## src/airq_pkg.sv

```systemverilog
package airq_pkg;
  // Register addresses
  localparam logic [7:0] ADDR_SRC_ONE = 8'h12;
  localparam logic [7:0] ADDR_SRC_TWO = 8'h13;
  localparam logic [7:0] ADDR_STATUS = 8'h15;
  localparam logic [7:0] ADDR_RELEASE = 8'h17;
  localparam logic [7:0] ADDR_CTRL_ONE = 8'h18;
  localparam logic [7:0] ADDR_CTRL_TWO = 8'h19;
  localparam logic [7:0] ADDR_PIN_CTRL = 8'h1C;
  localparam logic [7:0] ADDR_IRQ_TWO = 8'h1D;
  localparam logic [7:0] ADDR_IRQ_THREE = 8'h1E;
  localparam logic [7:0] ADDR_ROUTING = 8'h1F;
  localparam logic [7:0] ADDR_TILT_TIMER = 8'h22;
  localparam logic [7:0] ADDR_WAKE_TIMER = 8'h23;
  localparam logic [7:0] ADDR_FALL_THRESH = 8'h2C;
  localparam logic [7:0] ADDR_FALL_DELAY = 8'h2D;
  localparam logic [7:0] ADDR_FALL_CTRL = 8'h2E;
  // Field positions in the pin control register
  localparam int LATCH_SEL_BIT = 3;
  localparam int POL_BIT = 4;
  localparam int PIN_EN_BIT = 5;
  // Engine enables in control one and fall control
  localparam int TILT_ON_BIT = 0;
  localparam int WAKE_ON_BIT = 1;
  localparam int TAP_ON_BIT = 2;
  localparam int FALL_ON_BIT = 7;
  // Source two layout, also the routing layout except that double tap is routed by the single tap bit; pending bit is in status
  localparam int SRC_TILT_BIT = 0;
  localparam int SRC_WAKE_BIT = 1;
  localparam int SRC_TAP_S_BIT = 2;
  localparam int SRC_TAP_D_BIT = 3;
  localparam int SRC_FALL_BIT = 7;
  localparam int PENDING_BIT = 4;
  // Reset values
  localparam logic [7:0] CTRL_RST = 8'h00;
  localparam logic [7:0] MASK_RST = 8'h3F;
  localparam logic [7:0] PIN_CTRL_RST = 8'h10;
  localparam logic [7:0] TIMER_RST = 8'h00;
  localparam logic PIN_RST_LEVEL = ~PIN_CTRL_RST[POL_BIT];
  // Pulse length on the request pin
  localparam int PULSE_NS = 50000;
  localparam int CLK_NS = 40;
  localparam int PULSE_CYC = PULSE_NS / CLK_NS;
  localparam logic [10:0] PULSE_LAST = 11'(PULSE_CYC - 1);
  typedef enum logic [1:0] {
    PIN_IDLE = 2'b00,
    PIN_LATCH = 2'b01,
    PIN_PULSE = 2'b10
  } airq_pin_state_t;
endpackage : airq_pkg

```

## src/airq_pin_logic.sv

```systemverilog
`timescale 1ns/10ps

// Condition must hold for limit samples before one fire
module airq_persist (
  input wire logic mclk_i,
  input wire logic rstn_i,
  input wire logic tick_i,
  input wire logic en_i,
  input wire logic cond_i,
  input wire logic [7:0] limit_i,
  output logic fire_o
);
  logic [7:0] cnt_reg;
  logic [7:0] cnt_next;
  logic done_reg;
  logic done_next;
  logic last;

  // Sample counter, one step per data rate tick
  always_comb begin
    cnt_next = cnt_reg;
    done_next = done_reg;
    fire_o = 1'b0;
    last = ({1'b0, cnt_reg} + 9'h001) >= {1'b0, limit_i};
    if (!en_i) begin
      cnt_next = 8'h00;
      done_next = 1'b0;
    end else if (tick_i) begin
      if (!cond_i) begin
        cnt_next = 8'h00;
        done_next = 1'b0;
      end else if (!done_reg) begin
        if (last) begin
          fire_o = 1'b1;
          done_next = 1'b1;
        end else begin
          cnt_next = cnt_reg + 8'h01;
        end
      end
    end
  end

  always_ff @(posedge mclk_i or negedge rstn_i) begin
    if (!rstn_i) begin
      cnt_reg <= 8'h00;
      done_reg <= 1'b0;
    end else begin
      cnt_reg <= cnt_next;
      done_reg <= done_next;
    end
  end
endmodule : airq_persist

module airq_pin_logic (
  input wire logic mclk_i,
  input wire logic rstn_i,
  input wire logic [7:0] reg_addr_i,
  input wire logic [7:0] reg_wdata_i,
  input wire logic reg_wr_i,
  input wire logic reg_rd_i,
  output logic [7:0] reg_rdata_o,
  input wire logic tilt_tick_i,
  input wire logic [5:0] tilt_pos_i,
  input wire logic wake_tick_i,
  input wire logic [5:0] wake_above_i,
  input wire logic tap_tick_i,
  input wire logic [1:0] tap_kind_i,
  input wire logic [5:0] tap_dir_i,
  input wire logic fall_tick_i,
  input wire logic fall_below_i,
  output logic [7:0] fall_threshold_o,
  output logic request_pin_one_o
);
  logic [7:0] ctrl_one_reg, ctrl_one_next;
  logic [7:0] ctrl_two_reg, ctrl_two_next;
  logic [7:0] pin_ctrl_reg, pin_ctrl_next;
  logic [7:0] irq_two_reg, irq_two_next;
  logic [7:0] irq_three_reg, irq_three_next;
  logic [7:0] route_reg, route_next;
  logic [7:0] tilt_tmr_reg, tilt_tmr_next;
  logic [7:0] wake_tmr_reg, wake_tmr_next;
  logic [7:0] fall_th_reg, fall_th_next;
  logic [7:0] fall_dly_reg, fall_dly_next;
  logic [7:0] fall_ctl_reg, fall_ctl_next;
  logic [7:0] src_one_reg, src_one_next;
  logic [7:0] src_two_reg, src_two_next;
  logic [7:0] rdata_reg, rdata_next;
  logic [5:0] cand_reg, cand_next;
  logic [5:0] cur_reg, cur_next;
  logic [10:0] pcnt_reg, pcnt_next;
  logic pin_reg, pin_next;
  airq_pkg::airq_pin_state_t pst_reg, pst_next;
  logic [5:0] tilt_m;
  logic tilt_fire, wake_fire, tap_fire, fall_fire;
  logic [7:0] ev, route_map;
  logic rel_rd, route_new, pin_en, pol, latch_sel;

  assign pin_en = pin_ctrl_reg[airq_pkg::PIN_EN_BIT];
  assign pol = pin_ctrl_reg[airq_pkg::POL_BIT];
  assign latch_sel = pin_ctrl_reg[airq_pkg::LATCH_SEL_BIT];
  assign rel_rd = reg_rd_i && (reg_addr_i == airq_pkg::ADDR_RELEASE);
  assign reg_rdata_o = rdata_reg;
  assign fall_threshold_o = fall_th_reg;
  assign request_pin_one_o = pin_reg;

  // Tilt position masked by control two, tracked per sample
  assign tilt_m = tilt_pos_i & ctrl_two_reg[5:0];
  assign cand_next = tilt_tick_i ? tilt_m : cand_reg;
  assign cur_next = tilt_fire ? cand_reg : cur_reg;

  airq_persist u_tilt (
    .mclk_i(mclk_i),
    .rstn_i(rstn_i),
    .tick_i(tilt_tick_i),
    .en_i(ctrl_one_reg[airq_pkg::TILT_ON_BIT]),
    .cond_i((tilt_m == cand_reg) && (tilt_m != cur_reg) && (|tilt_m)),
    .limit_i(tilt_tmr_reg),
    .fire_o(tilt_fire)
  );

  airq_persist u_wake (
    .mclk_i(mclk_i),
    .rstn_i(rstn_i),
    .tick_i(wake_tick_i),
    .en_i(ctrl_one_reg[airq_pkg::WAKE_ON_BIT]),
    .cond_i(|(wake_above_i & irq_two_reg[5:0])),
    .limit_i(wake_tmr_reg),
    .fire_o(wake_fire)
  );

  airq_persist u_fall (
    .mclk_i(mclk_i),
    .rstn_i(rstn_i),
    .tick_i(fall_tick_i),
    .en_i(fall_ctl_reg[airq_pkg::FALL_ON_BIT]),
    .cond_i(fall_below_i),
    .limit_i(fall_dly_reg),
    .fire_o(fall_fire)
  );

  // Tap result accepted on its own sample tick, gated by masks
  assign tap_fire = tap_tick_i && ctrl_one_reg[airq_pkg::TAP_ON_BIT]
    && (|tap_kind_i) && (|(tap_dir_i & irq_three_reg[5:0]));

  // Engine events in source two layout
  always_comb begin
    ev = 8'h00;
    ev[airq_pkg::SRC_TILT_BIT] = tilt_fire;
    ev[airq_pkg::SRC_WAKE_BIT] = wake_fire;
    ev[airq_pkg::SRC_TAP_S_BIT] = tap_fire && tap_kind_i[0];
    ev[airq_pkg::SRC_TAP_D_BIT] = tap_fire && tap_kind_i[1];
    ev[airq_pkg::SRC_FALL_BIT] = fall_fire;
    route_map = 8'h00;
    route_map[airq_pkg::SRC_TILT_BIT] = route_reg[airq_pkg::SRC_TILT_BIT];
    route_map[airq_pkg::SRC_WAKE_BIT] = route_reg[airq_pkg::SRC_WAKE_BIT];
    route_map[airq_pkg::SRC_TAP_S_BIT] = route_reg[airq_pkg::SRC_TAP_S_BIT];
    route_map[airq_pkg::SRC_TAP_D_BIT] = route_reg[airq_pkg::SRC_TAP_S_BIT];
    route_map[airq_pkg::SRC_FALL_BIT] = route_reg[airq_pkg::SRC_FALL_BIT];
    route_new = |(ev & route_map);
  end

  // Register writes, source capture and read data
  always_comb begin
    ctrl_one_next = ctrl_one_reg;
    ctrl_two_next = ctrl_two_reg;
    pin_ctrl_next = pin_ctrl_reg;
    irq_two_next = irq_two_reg;
    irq_three_next = irq_three_reg;
    route_next = route_reg;
    tilt_tmr_next = tilt_tmr_reg;
    wake_tmr_next = wake_tmr_reg;
    fall_th_next = fall_th_reg;
    fall_dly_next = fall_dly_reg;
    fall_ctl_next = fall_ctl_reg;
    if (reg_wr_i) begin
      case (reg_addr_i)
        airq_pkg::ADDR_CTRL_ONE: ctrl_one_next = reg_wdata_i;
        airq_pkg::ADDR_CTRL_TWO: ctrl_two_next = reg_wdata_i;
        airq_pkg::ADDR_PIN_CTRL: pin_ctrl_next = reg_wdata_i;
        airq_pkg::ADDR_IRQ_TWO: irq_two_next = reg_wdata_i;
        airq_pkg::ADDR_IRQ_THREE: irq_three_next = reg_wdata_i;
        airq_pkg::ADDR_ROUTING: route_next = reg_wdata_i;
        airq_pkg::ADDR_TILT_TIMER: tilt_tmr_next = reg_wdata_i;
        airq_pkg::ADDR_WAKE_TIMER: wake_tmr_next = reg_wdata_i;
        airq_pkg::ADDR_FALL_THRESH: fall_th_next = reg_wdata_i;
        airq_pkg::ADDR_FALL_DELAY: fall_dly_next = reg_wdata_i;
        airq_pkg::ADDR_FALL_CTRL: fall_ctl_next = reg_wdata_i;
        default: ;
      endcase
    end
    // Release clears, a same-cycle event still lands
    src_two_next = (rel_rd ? 8'h00 : src_two_reg) | ev;
    src_one_next = rel_rd ? 8'h00 : src_one_reg;
    if (tilt_fire) begin
      src_one_next = {2'b00, cand_reg};
    end
    rdata_next = rdata_reg;
    if (reg_rd_i) begin
      case (reg_addr_i)
        airq_pkg::ADDR_SRC_ONE: rdata_next = src_one_reg;
        airq_pkg::ADDR_SRC_TWO: rdata_next = src_two_reg;
        airq_pkg::ADDR_STATUS: rdata_next = {3'b000, |src_two_reg, 4'h0};
        airq_pkg::ADDR_CTRL_ONE: rdata_next = ctrl_one_reg;
        airq_pkg::ADDR_CTRL_TWO: rdata_next = ctrl_two_reg;
        airq_pkg::ADDR_PIN_CTRL: rdata_next = pin_ctrl_reg;
        airq_pkg::ADDR_IRQ_TWO: rdata_next = irq_two_reg;
        airq_pkg::ADDR_IRQ_THREE: rdata_next = irq_three_reg;
        airq_pkg::ADDR_ROUTING: rdata_next = route_reg;
        airq_pkg::ADDR_TILT_TIMER: rdata_next = tilt_tmr_reg;
        airq_pkg::ADDR_WAKE_TIMER: rdata_next = wake_tmr_reg;
        airq_pkg::ADDR_FALL_THRESH: rdata_next = fall_th_reg;
        airq_pkg::ADDR_FALL_DELAY: rdata_next = fall_dly_reg;
        airq_pkg::ADDR_FALL_CTRL: rdata_next = fall_ctl_reg;
        default: rdata_next = 8'h00;
      endcase
    end
  end

  // Pin state: latched until release, or one timed pulse
  always_comb begin
    pst_next = pst_reg;
    pcnt_next = pcnt_reg;
    case (pst_reg)
      airq_pkg::PIN_IDLE: begin
        if (route_new) begin
          if (latch_sel) begin
            pst_next = airq_pkg::PIN_PULSE;
            pcnt_next = 11'h000;
          end else begin
            pst_next = airq_pkg::PIN_LATCH;
          end
        end
      end
      airq_pkg::PIN_LATCH: begin
        if (rel_rd && !route_new) begin
          pst_next = airq_pkg::PIN_IDLE;
        end
      end
      airq_pkg::PIN_PULSE: begin
        if (pcnt_reg == airq_pkg::PULSE_LAST) begin
          pst_next = airq_pkg::PIN_IDLE;
        end else begin
          pcnt_next = pcnt_reg + 11'h001;
        end
      end
      default: pst_next = airq_pkg::PIN_IDLE;
    endcase
    if (!pin_en) begin
      pst_next = airq_pkg::PIN_IDLE;
      pcnt_next = 11'h000;
    end
    pin_next = (pst_next != airq_pkg::PIN_IDLE) ~^ pol;
  end

  always_ff @(posedge mclk_i or negedge rstn_i) begin
    if (!rstn_i) begin
      ctrl_one_reg <= airq_pkg::CTRL_RST;
      ctrl_two_reg <= airq_pkg::MASK_RST;
      pin_ctrl_reg <= airq_pkg::PIN_CTRL_RST;
      irq_two_reg <= airq_pkg::MASK_RST;
      irq_three_reg <= airq_pkg::MASK_RST;
      route_reg <= airq_pkg::CTRL_RST;
      tilt_tmr_reg <= airq_pkg::TIMER_RST;
      wake_tmr_reg <= airq_pkg::TIMER_RST;
      fall_th_reg <= airq_pkg::TIMER_RST;
      fall_dly_reg <= airq_pkg::TIMER_RST;
      fall_ctl_reg <= airq_pkg::CTRL_RST;
      src_one_reg <= 8'h00;
      src_two_reg <= 8'h00;
      rdata_reg <= 8'h00;
      cand_reg <= 6'h00;
      cur_reg <= 6'h00;
      pcnt_reg <= 11'h000;
      pin_reg <= airq_pkg::PIN_RST_LEVEL;
      pst_reg <= airq_pkg::PIN_IDLE;
    end else begin
      ctrl_one_reg <= ctrl_one_next;
      ctrl_two_reg <= ctrl_two_next;
      pin_ctrl_reg <= pin_ctrl_next;
      irq_two_reg <= irq_two_next;
      irq_three_reg <= irq_three_next;
      route_reg <= route_next;
      tilt_tmr_reg <= tilt_tmr_next;
      wake_tmr_reg <= wake_tmr_next;
      fall_th_reg <= fall_th_next;
      fall_dly_reg <= fall_dly_next;
      fall_ctl_reg <= fall_ctl_next;
      src_one_reg <= src_one_next;
      src_two_reg <= src_two_next;
      rdata_reg <= rdata_next;
      cand_reg <= cand_next;
      cur_reg <= cur_next;
      pcnt_reg <= pcnt_next;
      pin_reg <= pin_next;
      pst_reg <= pst_next;
    end
  end
endmodule : airq_pin_logic

```

## config.mk

```make
export PLATFORM = sky130hd
export DESIGN_NAME = airq_pin_logic
export DESIGN_NICKNAME = d
export VERILOG_FILES = /design/src/airq_pkg.sv /design/src/airq_pin_logic.sv
export SDC_FILE = /design/constraint.sdc
export NUM_CORES = 1
export LEC_CHECK = 0
export ABC_AREA = 0
export BUFFER_PORTS_ARGS = -buffer_cell sky130_fd_sc_hd__buf_2
export CORE_MARGIN = 1.5
export CORE_UTILIZATION = 45
export CTS_CLUSTER_SIZE = 8
export DETAILED_ROUTE_END_ITERATION = 7
export REMOVE_ABC_BUFFERS = 1
export SLEW_MARGIN = 20
export SYNTH_ARGS = -nofsm -noshare
export SYNTH_HDL_FRONTEND = slang
export SYNTH_SLANG_ARGS = --single-unit
```

## constraint.sdc

```tcl
create_clock -name mclk_i -period 5.2 [get_ports mclk_i]
set_clock_uncertainty 0.05 [all_clocks]
set_input_delay 0.78 -clock mclk_i [delete_from_list [all_inputs] [get_ports mclk_i]]
set_output_delay 0.78 -clock mclk_i [all_outputs]
set_load 0.01 [all_outputs]
```

; ---- Word-level counts from Yosys, hierarchy flattened
; Cells that the tools add are included.
[word_totals]
register_bits = 165
latch_bits = 0
ram_bits = 0
mem_bits_ro = 0
input_bits = 45
out_inout_bits = 17
wordCells = 165
n_memories = 0
[classes]
n_addsub = 7
mul = 0
n_div = 0
n_lt_le_gt_ge = 3
eq_ne = 33
shift = 0
n_mux = 57
bitwise_logic = 6
n_reduce_logical = 34
[op_table]
columns = cell, n
row1 = $mux W8, 18
row2 = $pmux W8 S14, 1
row3 = $eq A8 B5 Y1 const B, 10
row4 = $mux W11, 4
row5 = $eq A8 B6 Y1 const B, 5
row6 = $add A8 B1 Y9 const B, 3
row7 = $ge A9 B8 Y1, 3
row8 = $mux W1, 27
row9 = $ne A3 B3 Y1 const B, 9
row10 = $add A8 B1 Y8 const B, 3
row11 = $pmux W11 S2, 1
row12 = $reduce_and A2 Y1, 11
row13 = $and A6 B6 Y6, 3
row14 = $reduce_or A6 Y1, 3
row15 = $reduce_or A8 Y1, 2
row16 = $add A11 B1 Y11 const B, 1
row17 = $eq A11 B11 Y1 const B, 1
row18 = $mux W2, 5
row19 = $logic_and A1 B1 Y1, 9
row20 = $reduce_and A3 Y1, 3
row21 = $and A8 B8 Y8, 1
row22 = $or A8 B8 Y8, 1
row23 = $eq A6 B6 Y1, 1
row24 = $ne A2 B2 Y1 const B, 3
row25 = other kinds (11), 12

; ---- Logic depth before layout (Yosys ltp)
; Gate-level depths: netlist of the first run.
[depth]
depth_word = 16
mapped_depth = 14

; ---- By module
; From an unflattened synthesis of the first run, not the netlist that was laid out.
[hier_totals]
hier_cells = 835
area_unflattened_um2 = 9028.7
[by_module_without_submodules]
columns = module, n_inst, cells_per_inst, area_per_inst_um2, seq_area_each_um2
row1 = airq_pin_logic, 1, 577, 6761.5, 3352.0
row2 = airq_persist, 3, 86, 755.7, 225.2

; ---- Worst setup path after synthesis of the first run
; OpenSTA, ideal clock, no wires.
[synth_timing]
path_kind = register -> register
from = register u_wake.cnt_reg[0]
to = register pst_reg[0]
t_arrival_ns = 2.975
required_time_ns = 5.030
slack_ns = 2.055
stages_incl_launch_ff = 14
path_buffers = 0
synth_period_minus_slack_ns = 3.145
path_cell_list = dfrtp_1 -> ha_1 -> nand3_1 -> or3_1 -> xnor2_1 -> ha_1 -> a221oi_1 -> nor2_1 -> a21oi_1 -> a21oi_1 -> a221o_1 -> a21oi_2 -> a21boi_0 -> o211a_1
[synth_between]
elab_chain_cells = 14
[synth_lines]
columns = element, line_no
row1 = start: declaration, airq_pin_logic.sv:13  ; logic [7:0] cnt_reg;
row2 = start signal: assignment, airq_pin_logic.sv:48  ; cnt_reg <= cnt_next;
row3 = $add A8 B1 Y9 (*), airq_pin_logic.sv:24  ; last = ({1'b0, cnt_reg} + 9'h001) >= {1'b0, limit_i};
row4 = $ge A9 B8 Y1 (*), airq_pin_logic.sv:24
row5 = $mux W1 (*), airq_pin_logic.sv:33  ; if (last) begin
row6 = $mux W1 (*), airq_pin_logic.sv:32  ; end else if (!done_reg) begin
row7 = $mux W1 (*), airq_pin_logic.sv:29  ; if (!cond_i) begin
row8 = $mux W1 (*), airq_pin_logic.sv:28  ; end else if (tick_i) begin
row9 = $mux W1 (*), airq_pin_logic.sv:25  ; if (!en_i) begin
row10 = $and A8 B8 Y8 (*), airq_pin_logic.sv:159  ; route_new = |(ev & route_map);
row11 = $reduce_or A8 Y1 (*), airq_pin_logic.sv:159
row12 = $logic_not A1 Y1, airq_pin_logic.sv:235  ; if (rel_rd && !route_new) begin
row13 = $logic_and A1 B1 Y1, airq_pin_logic.sv:235
row14 = $mux W2, airq_pin_logic.sv:235
row15 = $pmux W2 S3 (*), airq_pin_logic.sv:223  ; case (pst_reg)
row16 = $mux W2 (*), airq_pin_logic.sv:248  ; if (!pin_en) begin
row17 = named net pst_next[0], airq_pin_logic.sv:92  ; airq_pkg::airq_pin_state_t pst_reg, pst_next;
row18 = end signal: assignment, airq_pin_logic.sv:275  ; pst_reg <= airq_pkg::PIN_IDLE;
row19 = end signal: assignment, airq_pin_logic.sv:295  ; pst_reg <= pst_next;
row20 = end: declaration, airq_pin_logic.sv:92
; The timed path passes the listed nets; every way through them passes the cells marked *.
; A chain may end at the register's enable or synchronous reset.

; ---- Worst setup path in the final report of the first run
[layout_timing]
from = register u_wake.cnt_reg[0]
to = register u_wake.cnt_reg[0]
[layout_between]
elab_chain_cells = 6
[layout_lines]
columns = element
row1 = branches (longest 6 deep; another with $add A8 B1 Y9)
; Parallel ways; which one is timed is not known. The select of a mux whose other input is x is not followed.

==> summary.md, run 1 <==
| Metric | Value |
|---|---|
| Hold WS | `376 ps` |
| Hold_buf cts | `0` |
| Crit Reg-Reg Startpoint | `u_wake.cnt_reg[0]` |
| Synth cell types | `59` |
| GRT Max-Usage Layer | `met2` |
| Worst slew pin tran | `1040 ps` |
| Crit path launch type | `register` |
| Largest net degree at the start of global routing | `91` |
| Fmax achieved | `284 MHz` |
| RD Place Congestion | `0.976` |
| Min-delay worst type | `input pin to async pin` |
| Relative slew slack | `0.300` |
| Die height | `138 µm` |
| Proportion of layout cells with a drive suffix above 1 | `0.265` |
| Setup crit start | `u_wake.cnt_reg[0]` |
| Leakage power | `4.32 nW` |
| Comb pwr share | `0.071` |
| FP Rows | `49` |
| Worst-path maximum fanout | `15` |
| Met3 GRT Util | `0.0468` |
| Clk buf depth | `2` |
| Fin crit share | `0.676` |
| Final wirelength | `21500 µm` |
| CP Capture Type | `register` |
| Min Tclk post-route | `3520 ps` |
| Vias in the first global route | `6184` |
| Peak supply drop | `248 µV` |
| Pwr per Cell Area | `299 nW/µm²` |
| 1st-pass router iterations | `5` |
| All-Layer GR Usage | `0.232` |
| DR DRC count | `0` |
| Crit Reg-Reg Endpoint | `u_wake.cnt_reg[0]` |
| Clk Latency, worst-skew pair | `430 ps` |
| Asr flop ratio synth | `1.00` |
| Ys flop type | `dfrtp_1` |
| Sw Pwr | `694 µW` |
| Seq pwr share | `0.478` |
| Chip width | `138 µm` |
| Status | `completed` |
| Clk sinks | `160` |
| Delay of the slowest critical-path stage | `710 ps` |
| Die area | `19200 µm²` |
| Setup WS post-layout | `1680 ps` |
| Area growth syn-to-layout | `13.9%` |
| Ant. Diodes | `0` |
| Int Power | `2.12 mW` |
| H-tree depth | `4` |
| Unrepaired setup endpoints after global routing | `false` |
| Cell family with most CP delay | `simple AND/OR/NAND/NOR gates` |
| R2r setup slk | `1680 ps` |
| Setup Buffers After CTS | `0` |
| CTS clk-pin slew, worst paths | `60 ps` |
| CTS tree | `yes` |
| Nets | `900` |
| Root buf cell | `clkbuf_16` |
| Number of I/O port buffers | `61` |
| DR vias | `6237` |
| Final core occ | `0.523` |
| Max_cap viols | `0` |
| GRT Residual Overflow | `0` |
| Sequential share of the synthesized area | `0.488` |
| Crit path kind | `register to register` |
| DP Worst Slack | `1610 ps` |
| GR met1 Demand/Resource | `0.324` |
| Bufs and invs on worst path | `0` |
| Dpl hpwl | `15500 µm` |
| Yosys reg bits | `160` |
| Core Area | `18000 µm²` |
| Worst path depth | `12` |
| Max reg flops | `11` |
| Fin. Hold Viols | `0` |
| Layout fillers | `1603` |
| DR vias/cell | `5.84` |
| Worst-path cell chain | `ha_1 > nand3_1 > or3_1 > xnor2_1 > ha_1 > o211ai_1 > nor2_1 > a21oi_1 > and3_1 > o22ai_1 > nor2_1 > mux2_2` |
| DRT iter0 DRCs | `424` |
| Fin Setup TNS | `0 ps` |
| Synth warnings | `0` |
| Net Sw Frac | `0.247` |
| Slew Viols, Final | `0` |
| Number of synthesized flops with an enable pin | `0` |
| Worst Path Required | `5460 ps` |
| Final ANT Viol Nets | `0` |
| Clock power frac | `0.451` |
| Number of top-level pins | `62` |
| Synthesized area | `8260 µm²` |
| Initial Utilization | `0.460` |
| GR Util met2 | `0.364` |
| Crit path to | `u_wake.cnt_reg[0]` |
| First-pass GRT wire length | `34700 µm` |
| Slowest CP cell | `o22ai_1` |
| Post-Syn Instances | `768` |
| CTS buffer count | `17` |
| Mean Syn Cell Area | `10.7 µm²` |
| R2R cell count | `12` |
| Critical path arrival | `3780 ps` |
| Final setup fails | `0` |
| Wirelength per Cell | `20.1 µm` |
| Initial antenna violation count | `0` |
| PostCTS Resize Cnt | `0` |
[power groups by stage]
stage / Clock [mW] / Combinational, mW / Sequential, mW
after floorplan: 0 / 0.0970 / 1.35
after global placement: 0 / 0.195 / 1.36
after detailed placement: 0 / 0.201 / 1.36
after CTS: 1.30 / 0.202 / 1.34
after global routing: 1.36 / 0.224 / 1.35
final: 1.27 / 0.200 / 1.34
[per-layer routing]
layer / part of all wire / up-vias
met5: 0 / -
met3: 0.051 / 26
met1: 0.47 / 3116
li1: - / 2931
met2: 0.46 / 164
met4: 0.020 / 0
[synthesized netlist by cell type (all sizes together) (3+ instances only)]
library cell  count  area share
and4              4      0.0042
inv              44       0.020
dfrtp           141        0.43
dfstp            19       0.060
nor4              6      0.0061
o21ai            31       0.019
a21boi            3      0.0027
o21a              4      0.0036
o211ai            5      0.0062
a221oi           12       0.013
nand4             9      0.0068
mux2             95        0.13
xor2              9      0.0095
a21oi            21       0.013
a21o              6      0.0055
nand2b           11      0.0083
a222oi            8      0.0097
a22oi            21       0.019
and3             13      0.0099
nor2             35       0.016
nor3              7      0.0049
nand3b            3      0.0027
a31oi            17       0.013
o22ai             5      0.0038
nand2            79       0.036
ha               29       0.044
nor4b             3      0.0050
nor2b             5      0.0038
buf               3      0.0018
nand3            36       0.022
xnor2            19       0.020
and2              3      0.0023
a22o             16       0.017
clkbuf           24       0.011
[cell type report]
cell class,instances,area [µm²],share of cell area
Sequential cell,160,4030,0.428
Tap cell,229,287,0.0305
Timing Repair Buffer,66,349,0.0371
Clock inverter,13,151,0.0161
Multi-Input combinational cell,537,3970,0.422
Inverter,44,165,0.0176
Clock buffer,19,453,0.0482
[layout by cell type (no fill, tap or decap), types with 5 or more instances in the layout]
| cell type | netlist | layout |
|---|---|---|
| a22o_1 | 16 | 16 |
| a22oi_1 | 21 | 21 |
| inv_1 | 44 | 44 |
| xor2_1 | 9 | 9 |
| a221oi_1 | 12 | 12 |
| mux2_2 | 95 | 95 |
| nor3_1 | 6 | 6 |
| nor2_1 | 35 | 35 |
| a222oi_1 | 8 | 8 |
| nand2_1 | 78 | 78 |
| dfstp_2 | 19 | 19 |
| o21ai_0 | 30 | 30 |
| ha_1 | 29 | 29 |
| and3_1 | 13 | 13 |
| buf_4 | 0 | 5 |
| nor2b_1 | 5 | 5 |
| clkbuf_16 | 0 | 17 |
| buf_2 | 3 | 60 |
| nand3_1 | 36 | 36 |
| nand4_1 | 9 | 9 |
| a21oi_1 | 20 | 20 |
| xnor2_1 | 19 | 19 |
| dfrtp_1 | 141 | 141 |
| a31oi_1 | 17 | 17 |
| a21o_1 | 6 | 6 |
| nand2b_1 | 11 | 11 |
[kinds of logic after synthesis]
family                   synth area share
AND/OR/NAND/NOR                     0.131
AO/OA/AOI/OAI                       0.144
flip-flops                          0.488
multiplexers                        0.131
buffers and inverters              0.0327
adder cells (fa/ha/maj)            0.0440
XOR/XNOR                           0.0297
[worst min path at each step]
stage / endpoint / depth (start not counted)
3_5_place_dp: u_wake.cnt_reg[5] / 2
4_1_cts: pcnt_reg[5] / 1
6_report: pcnt_reg[5] / 1
2_1_floorplan: u_wake.cnt_reg[5] / 2
3_3_place_gp: u_wake.done_reg / 1
5_1_grt: pcnt_reg[6] / 1
[through the flow]
stage          cell area, µm²  instances  power [mW]
2_1_floorplan            8150        741        1.44
3_3_place_gp             8790       1036        1.56
3_5_place_dp             8790       1036        1.56
4_1_cts                  9390       1068        2.84
5_1_grt                  9400       1068        2.92
6_report                 9400       1068        2.81
(Power assumes the default switching activity.)
==> run 2, diff against run 1 <==
--- a/config.mk
+++ b/config.mk
@@ -5,7 +5,7 @@
 export SDC_FILE = /design/constraint.sdc
 export NUM_CORES = 1
 export LEC_CHECK = 0
-export ABC_AREA = 0
+export ABC_AREA = 1
 export BUFFER_PORTS_ARGS = -buffer_cell sky130_fd_sc_hd__buf_2
 export CORE_MARGIN = 1.5
 export CORE_UTILIZATION = 45
==> constraint.sdc (replaced) <==
create_clock -name mclk_i -period 3.05 [get_ports mclk_i]
set_clock_uncertainty 0.05 [all_clocks]
set_input_delay 0.4575 -clock mclk_i [delete_from_list [all_inputs] [get_ports mclk_i]]
set_output_delay 0.4575 -clock mclk_i [all_outputs]
set_load 0.01 [all_outputs]
==> run 2 against run 1 <==
Effect of this change:
- via count is 18% higher
- design area grew 5.7%
- global-route usage rose by 0.76 points
- routed wire length grew 6.4%
- synthesized cell count is 38% higher
- hold slack got worse by 150 ps
- maximum frequency is 17% higher
==> summary.md, run 2 <==
| Metric | Value |
|---|---|
| Status | `completed (unchanged)` |
| Min-delay worst type | `input pin to register (was input pin to async pin)` |
| Wirelength per Cell | `16.6 µm (was 20.1 µm)` |
| FP Rows | `50 (was 49)` |
| Worst-path maximum fanout | `8 (was 15)` |
| Chip width | `140 µm (was 138 µm)` |
| Leakage power | `4.80 nW (was 4.32 nW)` |
| Dpl hpwl | `16500 µm (was 15500 µm)` |
| CTS tree | `yes (unchanged)` |
| Proportion of layout cells with a drive suffix above 1 | `0.173 (was 0.265)` |
| Final wirelength | `22900 µm (was 21500 µm)` |
| DR vias | `7340 (was 6237)` |
| Post-Layout Cell Count | `1381 (was 1068)` |
| CP Capture Type | `register (unchanged)` |
| Register area | `4030 µm² (about the same)` |
| Crit path kind | `register to register (unchanged)` |
| CTS clk-pin slew, worst paths | `70 ps (was 60 ps)` |
| DRT iter0 DRCs | `540 (was 424)` |
| Synth cell types | `45 (was 59)` |
| Relative slew slack | `0.572 (was 0.300)` |
| Nets | `1208 (was 900)` |
| CTS buffer count | `17 (unchanged)` |
| All-Layer GR Usage | `0.239 (was 0.232)` |
| Clk sinks | `160 (unchanged)` |
| Area of the multi-input gates | `4000 µm² (was 3970 µm²)` |
| Sequential share of the synthesized area | `0.474 (was 0.488)` |
| Commonest non-fill, non-tap cell in the layout | `nand2_1 (was dfrtp_1)` |
| Clk buf depth | `2 (unchanged)` |
| DR vias/cell | `5.31 (was 5.84)` |
| Share of the synthesized area in the top cell type | `0.415 (was 0.427)` |
| Die height | `140 µm (was 138 µm)` |
| Post-synth top area cell | `dfrtp_1 (unchanged)` |
| Fin area | `9940 µm² (was 9400 µm²)` |
| Number of top-level pins | `62 (unchanged)` |
| Number of I/O port buffers | `61 (unchanged)` |
| Layout fillers | `1796 (was 1603)` |
| Worst Path Required | `3350 ps (was 5460 ps)` |
| Largest net degree at the start of global routing | `58 (was 91)` |
| Pwr per Cell Area | `471 nW/µm² (was 299 nW/µm²)` |
| H-tree depth | `4 (unchanged)` |
| Ys flop type | `dfrtp_1 (unchanged)` |
| Peak supply drop | `368 µV (was 248 µV)` |
| Asr flop ratio synth | `1.00 (unchanged)` |
| Worst slew pin tran | `641 ps (was 1040 ps)` |
| Number of synthesized flops with an enable pin | `0 (unchanged)` |
| Clk Latency, worst-skew pair | `430 ps (about the same)` |
| GRT Residual Overflow | `0 (unchanged)` |
| Most frequent cells in the layout | `287 x nand2_1, 140 x dfrtp_1, 120 x o21ai_0 (was 141 x dfrtp_1, 95 x mux2_2, 78 x nand2_1)` |
| DR DRC count | `0 (unchanged)` |
| RD Place Congestion | `0.923 (was 0.976)` |
| DP Worst Slack | `67.8 ps (was 1610 ps)` |
| Tot Pwr | `4.68 mW (was 2.81 mW)` |
| Max reg flops | `11 (unchanged)` |
| Final ANT Viol Nets | `0 (unchanged)` |
| Fin crit share | `0.982 (was 0.676)` |
| R2R cell count | `18 (was 12)` |
| Initial Utilization | `0.456 (was 0.460)` |
| Fin Setup TNS | `0 ps (unchanged)` |
| Area contributors post-synth | `dfrtp_1 42%, nand2_1 13%, o21ai_0 7.1% (was dfrtp_1 43%, mux2_2 13%, dfstp_2 6.0%)` |
| First-pass GRT wire length | `36500 µm (was 34700 µm)` |
| Slew Viols, Final | `0 (unchanged)` |
| Initial antenna violation count | `0 (unchanged)` |
| Fmax achieved | `334 MHz (was 284 MHz)` |
| 1st-pass router iterations | `5 (unchanged)` |
| Core Area | `18600 µm² (was 18000 µm²)` |
| Min Tclk post-route | `3000 ps (was 3520 ps)` |
| Root buf cell | `clkbuf_16 (unchanged)` |
| Post-synth top cells | `291 x nand2_1, 141 x dfrtp_1, 121 x inv_1, 120 x o21ai_0, 88 x nand3_1 (was 141 x dfrtp_1, 95 x mux2_2, 78 x nand2_1, 44 x inv_1, 36 x nand3_1)` |
| Post-Syn Instances | `1061 (was 768)` |
| Setup WS post-layout | `54.2 ps (was 1680 ps)` |
| Unrepaired setup endpoints after global routing | `true (was false)` |
| Synth warnings | `0 (unchanged)` |
| Synthesized area | `8500 µm² (was 8260 µm²)` |
| Cells after DPL | `1340 (was 1036)` |
| Fin. Hold Viols | `0 (unchanged)` |
| Vias in the first global route | `6731 (was 6184)` |
| Max_cap viols | `0 (unchanged)` |
| Count leader, synth | `nand2_1 (was dfrtp_1)` |
| Mean Syn Cell Area | `8.01 µm² (was 10.7 µm²)` |
| Crit path launch type | `register (unchanged)` |
| Area growth syn-to-layout | `16.9% (was 13.9%)` |
| Yosys reg bits | `160 (unchanged)` |
| Die area | `19700 µm² (was 19200 µm²)` |
| Post-DP Area | `9130 µm² (was 8790 µm²)` |
| Critical path arrival | `3300 ps (was 3780 ps)` |
| Ant. Diodes | `0 (unchanged)` |
| Hold path depth | `3` |
| Final setup fails | `0 (unchanged)` |
## run 2: cell count changes after synthesis, sizes merged, moves of 13 or more
cell	previous run	this run
o21ai	31	153
mux2	95	5
nand2	79	294
xnor2	19	3
a22oi	21	0
nor2	35	48
inv	44	129
a31oi	17	2
and3	13	0
nand3	36	90
## run 2: metrics by stage
step,utilization,hold slack [ps]
final,0.533,223
after global routing,0.533,218
after CTS,0.520,189
after detailed placement,0.490,423
after global placement,0.490,415
after floorplan,-,112
## run 2: cells by family after synthesis
logic type | count (synthesis) | share of synthesized area
muxes | 5 | 0.00662
AOI/OAI and AO/OA | 212 | 0.141
and+or+nand+nor | 472 | 0.241
adders and majority gates | 29 | 0.0427
DFF | 160 | 0.474
buffers and inverters | 161 | 0.0731
xor gates and xnor gates | 22 | 0.0227
## run 2: cell type report
type	count	share of cell area
Sequential cell	160	0.405
Multi-Input combinational cell	740	0.402
Timing Repair Buffer	86	0.0578
Inverter	129	0.0487
Clock buffer	19	0.0456
Tap cell	234	0.0295
Clock inverter	13	0.0108
## run 2: path summary, 6_finish.rpt
path	from	end	slack, ps
max reg2reg	u_fall.cnt_reg[0]	pcnt_reg[7]	50
min in group asynchronous	rstn_i	u_wake.cnt_reg[2]	520
max in group asynchronous	rstn_i	ctrl_two_reg[0]	1700
min	tap_kind_i[0]	src_two_reg[2]	220
min reg2reg	fall_ctl_reg[1]	fall_ctl_reg[1]	430
max	u_fall.cnt_reg[0]	pcnt_reg[7]	50
## run 2: report_power, final
part	total, mW	switching [mW]	internal, mW
logic	0.398	0.260	0.138
registers	2.26	0.0592	2.21
clock network	2.02	0.920	1.09
total	4.68	1.24	3.44
## run 2: what timing repair did
item                       4_1_cts  5_1_grt
hold buffers                     1        0
gates resized for setup          0       31
hold endpoints to repair        53        0
setup endpoints to repair        0       33
setup buffers                    0        6
## run 2: critical path, cell delays in order, from the launching register on
cell and delay, ps:
dfrtp_1 390, inv_2 70, nor3_4 220, nand3_2 130, nor3_2 160, xor2_1 210
ha_1 300, nand3_1 120, nor2_1 60, nor2_2 120, nand3_2 100, nand3_2 100
nand4_1 140, nand2_1 130, nand2_2 80, nor2_4 220, clkbuf_16 190, nand2_1 50
o21ai_1 60
## run 2: layer usage
metal / GRT usage / routed length [µm] / part of all wire / vias to the layer above
li1: - / - / - / 3658
met1: 0.361 / 11100 / 0.49 / 3481
met2: 0.360 / 10400 / 0.45 / 180
met3: 0.0407 / 1140 / 0.050 / 21
met4: 0.0548 / 221 / 0.0097 / 0
met5: 0 / 0 / 0 / -
==> run 3, diff against run 2 <==
==> constraint.sdc (replaced) <==
create_clock -name mclk_i -period 3.15 [get_ports mclk_i]
set_clock_uncertainty 0.05 [all_clocks]
set_input_delay 0.4725 -clock mclk_i [delete_from_list [all_inputs] [get_ports mclk_i]]
set_output_delay 0.4725 -clock mclk_i [all_outputs]
set_load 0.01 [all_outputs]
==> run 3 against run 2 <==
Effect of this change:
- hold slack got worse by 1.8 ps
- routed wire length barely moved
- sequential cell count did not move
- via count barely moved
- cell count fell by 0.22%
- critical path type unchanged
- largest power group unchanged
==> summary.md, run 3 (same netlist as run 2, synthesis figures left out) <==
| Metric | Value |
|---|---|
| Status | `completed (unchanged)` |
| 1st-pass router iterations | `5 (unchanged)` |
| DR vias | `7336 (was 7340)` |
| H-tree depth | `4 (unchanged)` |
| CTS clk-pin slew, worst paths | `70 ps (about the same)` |
| All-Layer GR Usage | `0.240 (was 0.239)` |
| End of the worst hold path | `src_two_reg[2] (unchanged)` |
| Fin crit share | `0.953 (was 0.982)` |
| Crit path kind | `register to register (unchanged)` |
| Crit path launch type | `register (unchanged)` |
| Ant. Diodes | `0 (unchanged)` |
| Hold WS | `221 ps (was 223 ps)` |
| First-pass GRT wire length | `36800 µm (was 36500 µm)` |
| Int Power | `3.41 mW (was 3.44 mW)` |
| Fin area | `9850 µm² (was 9940 µm²)` |
| CTS buffer count | `17 (unchanged)` |
| RD Place Congestion | `0.864 (was 0.923)` |
| Pwr per Cell Area | `469 nW/µm² (was 471 nW/µm²)` |
| GR Util met2 | `0.359 (was 0.360)` |
| Min Tclk post-route | `3000 ps (about the same)` |
| Die area | `19700 µm² (unchanged)` |
| Dpl hpwl | `16400 µm (was 16500 µm)` |
| Min-delay worst type | `input pin to register (unchanged)` |
| Most frequent cells in the layout | `291 x nand2_1, 141 x dfrtp_1, 121 x inv_1 (was 287 x nand2_1, 140 x dfrtp_1, 120 x o21ai_0)` |
| Final wirelength | `22900 µm (about the same)` |
| Worst Path Required | `3460 ps (was 3350 ps)` |
| Crit Reg-Reg Startpoint | `u_fall.cnt_reg[2] (was u_fall.cnt_reg[0])` |
| Worst slew pin tran | `616 ps (was 641 ps)` |
| Min-delay src | `tap_kind_i[0] (unchanged)` |
| Number of top-level pins | `62 (unchanged)` |
| DR DRC count | `0 (unchanged)` |
| Initial antenna violation count | `0 (unchanged)` |
| DR vias/cell | `5.32 (was 5.31)` |
| DRT iter0 DRCs | `549 (was 540)` |
| Setup WS post-layout | `147 ps (was 54.2 ps)` |
| Crit Reg-Reg Endpoint | `pcnt_reg[7] (unchanged)` |
| Clk sinks | `160 (unchanged)` |
| Root buf cell | `clkbuf_16 (unchanged)` |
| R2r setup slk | `150 ps (was 50 ps)` |
| Sw Pwr | `1.22 mW (was 1.24 mW)` |
| CP Capture Type | `register (unchanged)` |
| Core Area | `18600 µm² (unchanged)` |
| Net Sw Frac | `0.264 (was 0.265)` |
| Number of I/O port buffers | `61 (unchanged)` |
| Nets | `1205 (was 1208)` |
| Fmax achieved | `333 MHz (was 334 MHz)` |
| Leakage power | `4.78 nW (was 4.80 nW)` |
| Comb pwr share | `0.081 (was 0.085)` |
| Max reg flops | `11 (unchanged)` |
| Initial Utilization | `0.456 (unchanged)` |
| R2R cell count | `18 (unchanged)` |
| Critical path arrival | `3310 ps (was 3300 ps)` |
| Fin. Hold Viols | `0 (unchanged)` |
| CTS tree | `yes (unchanged)` |
| GRT Residual Overflow | `0 (unchanged)` |
| Largest net degree at the start of global routing | `59 (was 58)` |
| Slew Viols, Final | `0 (unchanged)` |
| Clk Latency, worst-skew pair | `430 ps (about the same)` |
| Final setup fails | `0 (unchanged)` |
| Relative slew slack | `0.589 (was 0.572)` |
| GR met1 Demand/Resource | `0.363 (was 0.361)` |
| Commonest non-fill, non-tap cell in the layout | `nand2_1 (unchanged)` |
| Vias in the first global route | `6703 (was 6731)` |
| Die height | `140 µm (unchanged)` |
| Max_cap viols | `0 (unchanged)` |
| DP Worst Slack | `52.5 ps (was 67.8 ps)` |
| Hold path depth | `3 (unchanged)` |
| FP Rows | `50 (unchanged)` |
| Area growth syn-to-layout | `15.9% (was 16.9%)` |
| Seq pwr share | `0.474 (was 0.484)` |
| GRT Max-Usage Layer | `met1 (unchanged)` |
| Proportion of layout cells with a drive suffix above 1 | `0.156 (was 0.173)` |
| Worst-path maximum fanout | `8 (unchanged)` |
| Clk buf depth | `2 (unchanged)` |
| Post-DP Area | `9100 µm² (was 9130 µm²)` |
| Chip width | `140 µm (unchanged)` |
| Peak supply drop | `379 µV (was 368 µV)` |
| Met3 GRT Util | `0.0397 (was 0.0407)` |
| Final ANT Viol Nets | `0 (unchanged)` |
| Wirelength per Cell | `16.6 µm (about the same)` |
| Clock power frac | `0.445 (was 0.431)` |
[run 3: per-stage QoR]
stage,TNS [ps],power (mW),utilization,std cells
after floorplan,0,2.41,-,1029
after global placement,0,2.59,0.488,1336
after detailed placement,0,2.59,0.488,1336
after CTS,0,4.65,0.520,1369
after global routing,-138,4.80,0.529,1378
final,0,4.63,0.529,1378
[run 3: worst max path at each step]
stage,start,to,slack (ps),depth (start not counted)
2_1_floorplan,u_fall.cnt_reg[2],pcnt_reg[8],550,17
3_5_place_dp,u_fall.cnt_reg[2],pcnt_reg[8],50,17
5_1_grt,u_fall.cnt_reg[2],pcnt_reg[3],-30,18
3_3_place_gp,u_fall.cnt_reg[2],pcnt_reg[9],150,17
4_1_cts,u_fall.cnt_reg[2],pcnt_reg[9],20,17
6_report,u_fall.cnt_reg[2],pcnt_reg[7],150,18
[run 3: metal layers]
layer / share of wire / up-vias / wire length (µm)
li1: - / 3648 / -
met5: 0 / - / 0
met2: 0.45 / 181 / 10200
met3: 0.050 / 32 / 1150
met1: 0.49 / 3475 / 11200
met4: 0.016 / 0 / 361
[run 3: layout make-up]
class | instances | area (µm²)
flip-flops and latches | 160 | 4030
clock inverters | 13 | 128
fillers | 1792 | 8790
repair buffers | 83 | 547
well taps | 234 | 293
multi-input cells | 740 | 3920
inverters | 129 | 484
clock buffers | 19 | 453
[run 3: worst max-delay path, stage by stage (launching register included)]
cell and delay [ps]:
dfrtp_1 380, inv_1 80, nor3_2 230, nand3_1 140, nor3_1 200, xor2_1 210, ha_1 300, nand3_1 110
nand2_1 70, nor2_2 120, nand3_2 100, nand3_2 90, nand4_1 160, nand2_1 130, nand2_2 80, nor2_4 200
clkbuf_16 180, nand2_1 40, o21ai_1 60
[run 3: repair_timing]
action | in CTS | in global routing
endpoints found under the hold margin | 19 | 0
hold buffers | 1 | 0
setup endpoints to repair | 0 | 12
buffers inserted | 0 | 8
gates resized for setup | 0 | 12
[run 3: power groups by stage]
stage	Sequential [mW]	Clock (mW)	Combinational, mW
floorplan	2.21	0	0.194
global placement	2.23	0	0.358
detailed placement	2.23	0	0.364
CTS	2.19	2.09	0.367
global route	2.20	2.17	0.430
finish	2.19	2.06	0.374
